**src/common/emc_pkg.sv**
```systemverilog
// Constants for the external memory configuration register bank.
// Assumes one core clock and a simple byte-addressed register port.
package emc_pkg;
  // Register byte offsets
  localparam logic [7:0] OFS_SDRAM_CONFIG = 8'h08;
  localparam logic [7:0] OFS_REFRESH_CONTROL = 8'h0c;
  localparam logic [7:0] OFS_REGION_BASE = 8'h10;
  localparam logic [7:0] OFS_REGION_LAST = 8'h1c;
  localparam int NUM_REGIONS = 4;

  // sdram_config field positions
  localparam int SR_BIT = 31;
  localparam int PD_BIT = 30;
  localparam int PD_REFR_BIT = 29;
  localparam int NARROW_BIT = 14;
  localparam int CL_LSB = 9;
  localparam int UNLOCK_BIT = 8;
  localparam int BANK_LSB = 4;
  localparam int PAGE_LSB = 0;
  localparam logic [31:0] SDCFG_RSVD_MASK = 32'h1fffb188;

  // async_region_config field positions
  localparam int SS_BIT = 31;
  localparam int EXT_WAIT_BIT = 30;
  localparam int WSETUP_LSB = 26;
  localparam int WSTROBE_LSB = 20;
  localparam int WHOLD_LSB = 17;
  localparam int RSETUP_LSB = 13;
  localparam int RSTROBE_LSB = 7;
  localparam int RHOLD_LSB = 4;
  localparam int TURN_LSB = 2;
  localparam int WIDTH_LSB = 0;

  // Values after reset
  localparam logic SR_RST = 1'b0;
  localparam logic PD_RST = 1'b0;
  localparam logic PD_REFR_RST = 1'b0;
  localparam logic NARROW_RST = 1'b0;
  localparam logic [2:0] CL_RST = 3'h3;
  localparam logic [2:0] BANK_RST = 3'h2;
  localparam logic [2:0] PAGE_RST = 3'h0;
  localparam logic [12:0] REFRESH_RST = 13'h0100;
  localparam logic [31:0] REGION_RST = 32'h3ffffffc;

  // Refresh values below this are replaced by twice the cycle time plus one
  localparam logic [12:0] REFRESH_MIN = 13'h0020;
  localparam logic [3:0] FULL_WORD = 4'hf;

  typedef enum logic [1:0] {
    PWR_NORMAL,
    PWR_SELF_REF,
    PWR_DOWN,
    PWR_PD_REFRESH
  } emc_pwr_t;
endpackage

```
**src/rtl/emc_region_cfg.sv**
```systemverilog
// One asynchronous region configuration word.
// Assumes word writes; narrower writes are ignored.
`timescale 1ns/1ns
module emc_region_cfg
  import emc_pkg::*;
#(
  parameter logic [7:0] OFFSET = 8'h10
) (
  input wire logic core_clk,
  input wire logic reset_n,
  input wire logic [7:0] reg_addr,
  input wire logic [31:0] reg_wdata,
  input wire logic [3:0] reg_be,
  input wire logic reg_wr,
  output logic [31:0] region_cfg
);
  typedef struct packed {
    logic [31:0] cfg;
  } emc_region_st_t;

  emc_region_st_t st_q;
  emc_region_st_t st_d;
  logic hit;

  assign hit = reg_wr && (reg_addr == OFFSET) && (reg_be == FULL_WORD);

  always_comb begin
    st_d = st_q;
    if (hit) begin
      st_d.cfg = reg_wdata;
    end
  end

  always_ff @(posedge core_clk) begin
    if (!reset_n) begin
      st_q.cfg <= REGION_RST;
    end else begin
      st_q <= st_d;
    end
  end

  assign region_cfg = st_q.cfg;

  AST_REGION_NEW_CFG: assert property (
    @(posedge core_clk) disable iff (!reset_n)
    hit |=> (region_cfg == $past(reg_wdata)))
    else $error("Region config not taken from write");
endmodule

```
**src/rtl/emc_power_ctl.sv**
```systemverilog
// SDRAM low-power mode tracker: self-refresh, power-down, refresh in power-down.
// Assumes refresh_needed is a level from the refresh counter on core_clk.
`timescale 1ns/1ns
module emc_power_ctl
  import emc_pkg::*;
(
  input wire logic core_clk,
  input wire logic reset_n,
  input wire logic sr_req,
  input wire logic pd_req,
  input wire logic pd_refr_en,
  input wire logic refresh_needed,
  output logic self_refresh_active,
  output logic power_down_active,
  output logic auto_refresh_cmd
);
  typedef struct packed {
    emc_pwr_t state;
    logic sr_act;
    logic pd_act;
    logic refr;
  } emc_pwr_st_t;

  emc_pwr_st_t st_q;
  emc_pwr_st_t st_d;

  always_comb begin
    st_d = st_q;
    case (st_q.state)
      PWR_DOWN: begin
        if (sr_req) begin
          st_d.state = PWR_SELF_REF;
        end else if (!pd_req) begin
          st_d.state = PWR_NORMAL;
        end else if (pd_refr_en && refresh_needed) begin
          st_d.state = PWR_PD_REFRESH;
        end
      end
      default: begin
        if (sr_req) begin
          st_d.state = PWR_SELF_REF;
        end else if (pd_req) begin
          st_d.state = PWR_DOWN;
        end else begin
          st_d.state = PWR_NORMAL;
        end
      end
    endcase
    st_d.sr_act = (st_d.state == PWR_SELF_REF);
    st_d.pd_act = (st_d.state == PWR_DOWN);
    st_d.refr = (st_d.state == PWR_PD_REFRESH);
  end

  always_ff @(posedge core_clk) begin
    if (!reset_n) begin
      st_q <= '{state: PWR_NORMAL, sr_act: 1'b0, pd_act: 1'b0, refr: 1'b0};
    end else begin
      st_q <= st_d;
    end
  end

  assign self_refresh_active = st_q.sr_act;
  assign power_down_active = st_q.pd_act;
  assign auto_refresh_cmd = st_q.refr;

  AST_PD_REFRESH_ONE_CYCLE: assert property (
    @(posedge core_clk) disable iff (!reset_n)
    auto_refresh_cmd |=> !auto_refresh_cmd)
    else $error("Auto-refresh in power-down longer than one cycle");
endmodule

```
**src/rtl/emc_config_regs.sv**
```systemverilog
// External memory interface configuration register bank.
// Assumes a same-clock register port with byte enables; timing register lives outside.
//
// Behaviour
// - Self-refresh bit enters and leaves self-refresh
// - Power-down bit enters and leaves power-down
// - Both set: self-refresh wins
// - Refresh-in-power-down leaves power-down for auto-refresh
// - Narrow bus bit; write starts initialization
// - CAS latency codes two and three
// - CAS updates only with unlock; unlock reads zero
// - Bank count field; write starts initialization
// - Column bits field; write starts initialization
// - Reserved bits read zero
// - Refresh period in memory clock cycles
// - Small refresh value loads twice cycle time plus one
// - Region config applies to following transfers
// - Select-strobe mode bit per region
// - Extended wait enable bit per region
// - Write phases encoded as count minus one
// - Read phases encoded as count minus one
// - Turnaround field is cycles minus one
// - Async bus width field
// - Lower three byte write starts initialization
`timescale 1ns/1ns
module emc_config_regs
  import emc_pkg::*;
(
  input wire logic core_clk,
  input wire logic reset_n,
  input wire logic [7:0] reg_addr,
  input wire logic [31:0] reg_wdata,
  input wire logic [3:0] reg_be,
  input wire logic reg_wr,
  input wire logic reg_rd,
  output logic [31:0] reg_rdata,
  output logic reg_rdata_valid,
  input wire logic [4:0] refresh_cycle_time,
  input wire logic refresh_needed,
  output logic sdram_init_start,
  output logic self_refresh_active,
  output logic power_down_active,
  output logic auto_refresh_cmd,
  output logic refresh_in_power_down,
  output logic narrow_bus_sel,
  output logic [2:0] cas_latency,
  output logic [2:0] bank_count_sel,
  output logic [2:0] column_bits_sel,
  output logic [12:0] refresh_period,
  output logic [31:0] region0_cfg,
  output logic [31:0] region1_cfg,
  output logic [31:0] region2_cfg,
  output logic [31:0] region3_cfg
);
  typedef struct packed {
    logic sr;
    logic pd;
    logic pd_refr;
    logic narrow;
    logic [2:0] cl;
    logic [2:0] bank;
    logic [2:0] page;
    logic [12:0] refresh;
    logic [31:0] rdata;
    logic rvalid;
    logic init;
  } emc_cfg_st_t;

  emc_cfg_st_t st_q;
  emc_cfg_st_t st_d;
  logic sdcfg_wr;
  logic refr_wr;
  logic [31:0] sdcfg_word;
  logic [12:0] refresh_floor;
  logic [31:0] region_w [NUM_REGIONS];
  logic [7:0] region_rel;
  logic [1:0] region_idx;

  assign sdcfg_wr = reg_wr && (reg_addr == OFS_SDRAM_CONFIG);
  assign refr_wr = reg_wr && (reg_addr == OFS_REFRESH_CONTROL) && (reg_be == FULL_WORD);
  assign refresh_floor = {7'h00, refresh_cycle_time, 1'b1};
  assign region_rel = reg_addr - OFS_REGION_BASE;
  assign region_idx = region_rel[3:2];

  // Read-back word; unlock and reserved bits always zero
  assign sdcfg_word = {st_q.sr, st_q.pd, st_q.pd_refr, 14'h0000, st_q.narrow, 2'b00,
                       st_q.cl, 1'b0, 1'b0, st_q.bank, 1'b0, st_q.page};

  genvar gi;
  generate
    for (gi = 0; gi < NUM_REGIONS; gi++) begin : g_region
      emc_region_cfg #(
        .OFFSET(8'(OFS_REGION_BASE + 8'(4 * gi)))
      ) u_region (
        .core_clk(core_clk),
        .reset_n(reset_n),
        .reg_addr(reg_addr),
        .reg_wdata(reg_wdata),
        .reg_be(reg_be),
        .reg_wr(reg_wr),
        .region_cfg(region_w[gi])
      );
    end
  endgenerate

  always_comb begin
    st_d = st_q;
    st_d.init = 1'b0;
    st_d.rvalid = 1'b0;
    // Top byte: low-power mode bits, no initialization
    if (sdcfg_wr && reg_be[3]) begin
      st_d.sr = reg_wdata[SR_BIT];
      st_d.pd = reg_wdata[PD_BIT];
      st_d.pd_refr = reg_wdata[PD_REFR_BIT];
    end
    if (sdcfg_wr && reg_be[1]) begin
      st_d.narrow = reg_wdata[NARROW_BIT];
      if (reg_wdata[UNLOCK_BIT]) begin
        st_d.cl = reg_wdata[CL_LSB +: 3];
      end
    end
    if (sdcfg_wr && reg_be[0]) begin
      st_d.bank = reg_wdata[BANK_LSB +: 3];
      st_d.page = reg_wdata[PAGE_LSB +: 3];
    end
    if (sdcfg_wr && (reg_be[2:0] != 3'b000)) begin
      st_d.init = 1'b1;
    end
    if (refr_wr) begin
      if (reg_wdata[12:0] < REFRESH_MIN) begin
        st_d.refresh = refresh_floor;
      end else begin
        st_d.refresh = reg_wdata[12:0];
      end
    end
    if (reg_rd) begin
      st_d.rvalid = 1'b1;
      if (reg_addr == OFS_SDRAM_CONFIG) begin
        st_d.rdata = sdcfg_word;
      end else if (reg_addr == OFS_REFRESH_CONTROL) begin
        st_d.rdata = {19'h00000, st_q.refresh};
      end else if ((reg_addr >= OFS_REGION_BASE) && (reg_addr <= OFS_REGION_LAST)
                   && (reg_addr[1:0] == 2'b00)) begin
        st_d.rdata = region_w[region_idx];
      end else begin
        st_d.rdata = 32'h00000000;
      end
    end
  end

  always_ff @(posedge core_clk) begin
    if (!reset_n) begin
      st_q.sr <= SR_RST;
      st_q.pd <= PD_RST;
      st_q.pd_refr <= PD_REFR_RST;
      st_q.narrow <= NARROW_RST;
      st_q.cl <= CL_RST;
      st_q.bank <= BANK_RST;
      st_q.page <= PAGE_RST;
      st_q.refresh <= REFRESH_RST;
      st_q.rdata <= 32'h00000000;
      st_q.rvalid <= 1'b0;
      st_q.init <= 1'b0;
    end else begin
      st_q <= st_d;
    end
  end

  emc_power_ctl u_power (
    .core_clk(core_clk),
    .reset_n(reset_n),
    .sr_req(st_q.sr),
    .pd_req(st_q.pd),
    .pd_refr_en(st_q.pd_refr),
    .refresh_needed(refresh_needed),
    .self_refresh_active(self_refresh_active),
    .power_down_active(power_down_active),
    .auto_refresh_cmd(auto_refresh_cmd)
  );

  assign reg_rdata = st_q.rdata;
  assign reg_rdata_valid = st_q.rvalid;
  assign sdram_init_start = st_q.init;
  assign refresh_in_power_down = st_q.pd_refr;
  assign narrow_bus_sel = st_q.narrow;
  assign cas_latency = st_q.cl;
  assign bank_count_sel = st_q.bank;
  assign column_bits_sel = st_q.page;
  assign refresh_period = st_q.refresh;
  assign region0_cfg = region_w[0];
  assign region1_cfg = region_w[1];
  assign region2_cfg = region_w[2];
  assign region3_cfg = region_w[3];

  AST_SR_ENTER: assert property (
    @(posedge core_clk) disable iff (!reset_n)
    (sdcfg_wr && reg_be[3] && reg_wdata[SR_BIT]) |-> ##2 self_refresh_active)
    else $error("Self-refresh not entered two cycles after request");

  AST_SR_EXIT: assert property (
    @(posedge core_clk) disable iff (!reset_n)
    !st_q.sr |=> !self_refresh_active)
    else $error("Self-refresh held after request cleared");

  AST_PD_ENTER: assert property (
    @(posedge core_clk) disable iff (!reset_n)
    (st_q.pd && !st_q.sr && !st_q.pd_refr) |=> power_down_active)
    else $error("Power-down not entered");

  AST_PD_EXIT: assert property (
    @(posedge core_clk) disable iff (!reset_n)
    !st_q.pd |=> (!power_down_active && !auto_refresh_cmd))
    else $error("Power-down held after request cleared");

  AST_SR_PRIORITY: assert property (
    @(posedge core_clk) disable iff (!reset_n)
    (st_q.sr && st_q.pd) |=> (self_refresh_active && !power_down_active))
    else $error("Power-down chosen over self-refresh");

  AST_PD_REFRESH: assert property (
    @(posedge core_clk) disable iff (!reset_n)
    (power_down_active && st_q.pd && !st_q.sr && st_q.pd_refr && refresh_needed)
    |=> (auto_refresh_cmd && !power_down_active))
    else $error("No auto-refresh from power-down");

  AST_INIT_LOW_BYTES: assert property (
    @(posedge core_clk) disable iff (!reset_n)
    (sdcfg_wr && (reg_be[2:0] != 3'b000)) |=> sdram_init_start)
    else $error("Initialization start missing after lower-byte write");

  AST_INIT_TOP_BYTE: assert property (
    @(posedge core_clk) disable iff (!reset_n)
    (sdram_init_start) |-> $past(sdcfg_wr && (reg_be[2:0] != 3'b000)))
    else $error("Initialization started without a lower-byte write");

  AST_CAS_LOCKED: assert property (
    @(posedge core_clk) disable iff (!reset_n)
    (sdcfg_wr && !reg_wdata[UNLOCK_BIT]) |=> $stable(cas_latency))
    else $error("CAS latency changed on a locked write");

  AST_CAS_UNLOCKED: assert property (
    @(posedge core_clk) disable iff (!reset_n)
    (sdcfg_wr && reg_be[1] && reg_wdata[UNLOCK_BIT])
    |=> (cas_latency == $past(reg_wdata[CL_LSB +: 3])))
    else $error("CAS latency not taken on unlocked write");

  AST_SDCFG_RSVD: assert property (
    @(posedge core_clk) disable iff (!reset_n)
    (reg_rd && (reg_addr == OFS_SDRAM_CONFIG)) |=> ((reg_rdata & SDCFG_RSVD_MASK) == 32'h0)
    )
    else $error("Reserved or unlock bit read as one");

  AST_REFRESH_FLOOR: assert property (
    @(posedge core_clk) disable iff (!reset_n)
    (refr_wr && (reg_wdata[12:0] < REFRESH_MIN))
    |=> (refresh_period == {7'h00, $past(refresh_cycle_time), 1'b1}))
    else $error("Small refresh value not replaced");

  AST_REFRESH_LOAD: assert property (
    @(posedge core_clk) disable iff (!reset_n)
    (refr_wr && (reg_wdata[12:0] >= REFRESH_MIN)) |=> (refresh_period == $past(reg_wdata[12:0])))
    else $error("Refresh period not loaded");

  AST_READ_ONE_CYCLE: assert property (
    @(posedge core_clk) disable iff (!reset_n)
    reg_rd |=> reg_rdata_valid)
    else $error("Read answer missing");

  AST_NARROW_WRITE: assert property (
    @(posedge core_clk) disable iff (!reset_n)
    (sdcfg_wr && reg_be[1]) |=> (narrow_bus_sel == $past(reg_wdata[NARROW_BIT])))
    else $error("Narrow bus bit not taken from write");

  AST_BANK_PAGE_WRITE: assert property (
    @(posedge core_clk) disable iff (!reset_n)
    (sdcfg_wr && reg_be[0]) |=> ((bank_count_sel == $past(reg_wdata[BANK_LSB +: 3]))
    && (column_bits_sel == $past(reg_wdata[PAGE_LSB +: 3]))))
    else $error("Bank or page field not taken from write");

  AST_PD_REFR_WRITE: assert property (
    @(posedge core_clk) disable iff (!reset_n)
    (sdcfg_wr && reg_be[3]) |=> (refresh_in_power_down == $past(reg_wdata[PD_REFR_BIT])))
    else $error("Refresh in power-down bit not taken from write");

  AST_REFRESH_RSVD: assert property (
    @(posedge core_clk) disable iff (!reset_n)
    (reg_rd && (reg_addr == OFS_REFRESH_CONTROL)) |=> (reg_rdata[31:13] == 19'h00000))
    else $error("Reserved refresh bits read as one");

  AST_MODE_EXCLUSIVE: assert property (
    @(posedge core_clk) disable iff (!reset_n)
    !(self_refresh_active && power_down_active))
    else $error("Self-refresh and power-down both active");

  AST_REFRESH_HELD: assert property (
    @(posedge core_clk) disable iff (!reset_n)
    !refr_wr |=> $stable(refresh_period))
    else $error("Refresh period changed without a word write");

  AST_REGION0_READ: assert property (
    @(posedge core_clk) disable iff (!reset_n)
    (reg_rd && (reg_addr == OFS_REGION_BASE)) |=> (reg_rdata == $past(region0_cfg)))
    else $error("First region word read back wrong");

  AST_REGION3_READ: assert property (
    @(posedge core_clk) disable iff (!reset_n)
    (reg_rd && (reg_addr == OFS_REGION_LAST)) |=> (reg_rdata == $past(region3_cfg)))
    else $error("Last region word read back wrong");
endmodule

```
**config.mk**
```make
export PLATFORM = sky130hd
export DESIGN_NAME = emc_config_regs
export DESIGN_NICKNAME = d
export VERILOG_FILES = /design/src/common/emc_pkg.sv /design/src/rtl/emc_region_cfg.sv /design/src/rtl/emc_power_ctl.sv /design/src/rtl/emc_config_regs.sv
export SDC_FILE = /design/constraint.sdc
export NUM_CORES = 1
export LEC_CHECK = 0
export BUFFER_PORTS_ARGS = -buffer_cell sky130_fd_sc_hd__buf_2
export CAP_MARGIN = 20
export CORE_MARGIN = 3
export CORE_UTILIZATION = 50
export CTS_BUF_LIST = sky130_fd_sc_hd__clkbuf_4
export CTS_CLUSTER_SIZE = 8
export DETAILED_ROUTE_END_ITERATION = 8
export MAX_ROUTING_LAYER = met4
export PLACE_DENSITY = 0.79
export SYNTH_ARGS = -nofsm -noshare
export SYNTH_HDL_FRONTEND = slang
export SYNTH_HIERARCHICAL = 1
export SYNTH_SLANG_ARGS = --single-unit
```
**constraint.sdc**
```tcl
create_clock -name core_clk -period 1.6 [get_ports core_clk]
set_input_delay 0.08 -clock core_clk [delete_from_list [all_inputs] [get_ports core_clk]]
set_output_delay 0.08 -clock core_clk [all_outputs]
set_load 0.02 [all_outputs]
```
==> results.md <==
- RSZ-0062 raised after global routing: no
- Util after Layout: 0.655
- Area of the multi-input gates: 0.00515 mm^2
- Worst Path Class, Setup: in -> reg
- Fmax: 0.643 GHz
- Synthesis warning total: 6
- First-pass GRT wire length: 42.9 mm
- Routed vias/inst: 5.49
- CP Launch Type: input port
- Synth cell count leaders: 236 x nor2b_1, 193 x dfxtp_1, 173 x mux2i_1, 50 x nand2_1, 41 x clkbuf_1
- Chip width: 144 um
- Share of the synthesized area in the top cell type: 0.408
- Total gr overflow: 0
- Finished Layout Cells: 1482
- Root Driver: clkbuf_4
- Number of fill cells in the layout: 1468
- Ys async rst share: 0
- Mapped cell area: 0.00946 mm^2
- Hold path depth: 4
- Register area: 0.00386 mm^2
- Final nets: 1292
- Initial drt markers: 540
- Clock sink count: 193
- Total Routing Usage GR: 0.273
- Number of iterations in the first detailed-routing pass: 4
- Vias post-DR: 8136
- Status: complete, no violations
- Pin count of the biggest net entering global routing: 117
- FF+latch count, synth: 193
- Synth Flop Type: dfxtp_1
- Most frequent cell after synthesis: nor2b_1
- Tcrit/Tclk final: 0.972
- Antenna violations before repair: 1
- Core ar.: 0.0183 mm^2
- Placed cell area: 0.0111 mm^2
- Critical path endpoint category: register
- Final ANT Viol Nets: 0
- Final Hold Vio Count: 0
- Post-Synthesis Cells: 950
- Distinct cells, synth: 51
- Maxcap violations: 0
- CP arrival: 2.05 ns
- Dpl cells: 1388
- CTS H-tree depth: 4
- Crit Path Max Fanout: 14
- Static leakage power: 4.42 nW
- PortBufs: 242
- Number of global-route vias before repair: 7804
- Num ports: 243
- Initial core utilization: 0.518
- Clk_lat worst skew: 0.58 ns
- TritonCTS buffer count: 17
- Top area cells in the synthesized netlist: dfxtp_1 41%, mux2i_1 18%, nor2b_1 16%
- Final WL: 28.2 mm
- Hold crit path type: in -> reg
- EDFF count, synth: 0
- Design area: 0.0120 mm^2
- Hold WS: 0.0771 ns
- Worst VDD drop: 453 uV
- Slew Limit Fails: 0
- Cell taking the most area after synthesis: dfxtp_1
- Syn avg cell area: 9.96 um^2
- Clock-pin transition on the worst setup and hold timing paths: 0.16 ns
- Max-slew headroom: 0.658
- Layout cell share with drive strength beyond 1: 0.291
- Routability cong.: 0.930
- Worst path required time: 2.09 ns
- Pwr/cell area: 708 mW/mm^2
- DRC Markers: 0
- Clk buf depth: 2
- Num rows: 49
- Clk_skew: 0.0325 ns
- Minimum clock period: 1.55 ns
- Seq/Total Area, Yosys: 0.408
- CTS tree: yes
- FF-to-FF path depth: 3
- Routed len/inst: 19.0 um
- Syn_nets: 1004
- Worst-margin pin slew: 0.513 ns
- Die ar.: 0.0206 mm^2
- Final setup violation count: 0
- Die Ht: 144 um
- Area Growth Syn to Fin: 26.5%
- Placed wire-length estimate: 19.1 mm
-- flip-flops by register name, summed over array words and instances (netlist names) --
register	flops
reg_rdata	32
column_bits_sel	3
u_power/self_refresh_active	1
g_region.u_region/region_cfg	128
bank_count_sel	3
reg_rdata_valid	1
sdcfg_word	2
u_power/st_q	2
u_power/auto_refresh_cmd	1
sdram_init_start	1
cas_latency	3
narrow_bus_sel	1
refresh_period	13
refresh_in_power_down	1
u_power/power_down_active	1
-- cell families after synthesis --
family / after synthesis / synth area share
and+or+nand+nor: 393 / 0.258
DFF: 193 / 0.408
AOI/OAI and AO/OA: 91 / 0.0575
buffers and inverters: 81 / 0.0481
muxes: 192 / 0.228
-- path summary, 6_finish.rpt --
| path | startpoint | end | slack, ns |
|---|---|---|---|
| setup reg to reg | sdcfg_word[31] | u_power/power_down_active | 0.23 |
| setup / recovery | reg_addr[5] | narrow_bus_sel | 0.05 |
| hold / removal | reg_addr[7] | sdram_init_start | 0.08 |
| hold reg to reg | reg_rdata[7] | reg_rdata[7] | 0.46 |
-- placed cells by master (no fill, tap or decap), types with 2 or more instances in the layout --
master,count
buf_6,2
diode_2,2
clkbuf_4,18
a31oi_1,13
inv_6,4
nor4_4,4
or4_1,3
nand4_2,3
buf_4,29
o22ai_1,18
nand2b_1,33
mux2i_1,173
nor2b_1,236
or2_4,4
nand3_1,6
inv_1,4
clkinv_2,3
o21ai_0,10
bufinv_16,2
clkinv_1,2
inv_8,2
or4b_4,4
dlygate4sd3_1,54
dfxtp_1,193
a32oi_1,3
a21oi_1,33
o21ai_1,3
buf_12,18
nand3b_1,5
buf_2,240
nor2_1,26
a211oi_1,5
nand2_1,50
nand4_1,3
mux4_2,19
-- worst max-delay path, stage by stage --
cell	delay, ns
buf_2	0.14
or4_1	0.66
nor2_2	0.21
buf_12	0.17
nand4_1	0.10
dlygate4sd3_1	0.57
a21oi_1	0.11
-- stage by stage --
| step | TNS (ns) | setup slack (ns) | total power, mW |
|---|---|---|---|
| 6_report | 0 | 0.0455 | 8.47 |
| 5_1_grt | 0 | 0.0690 | 8.76 |
| 4_1_cts | 0 | 0.0201 | 8.47 |
| 3_5_place_dp | -17.37 | -0.183 | 5.67 |
| 3_3_place_gp | -12.29 | -0.133 | 5.66 |
| 2_1_floorplan | 0 | 0.0883 | 5.35 |
-- layer usage --
metal	global-route usage	vias to the layer above	wire length [um]
met4	0.0907	0	692
li1	-	3839	-
met1	0.359	3915	12500
met5	-	-	0
met3	0.0579	48	1900
met2	0.421	334	13100
-- what timing repair did --
item,in CTS,in global routing
endpoints found under the setup margin,0,1
hold endpoints to repair,179,0
setup buffers,0,5
hold buffers,55,0
resized for setup,0,4
-- layout make-up --
class	instances	area share
multi-input cells	676	0.430
clock buffers	18	0.0113
clock inverters	14	0.0128
repair buffers	345	0.197
inverters	5	0.00157
flip-flops and latches	193	0.323
diodes	2	0.000418
well taps	229	0.0239
-- power by group --
group	internal, mW	switching [mW]	leakage, nW
Combinational	0.411	0.467	2.70
Clock	0.977	1.79	0.159
Sequential	4.82	0.00544	1.56
Total	6.21	2.27	4.42
Power figures use the tool's default switching activity.
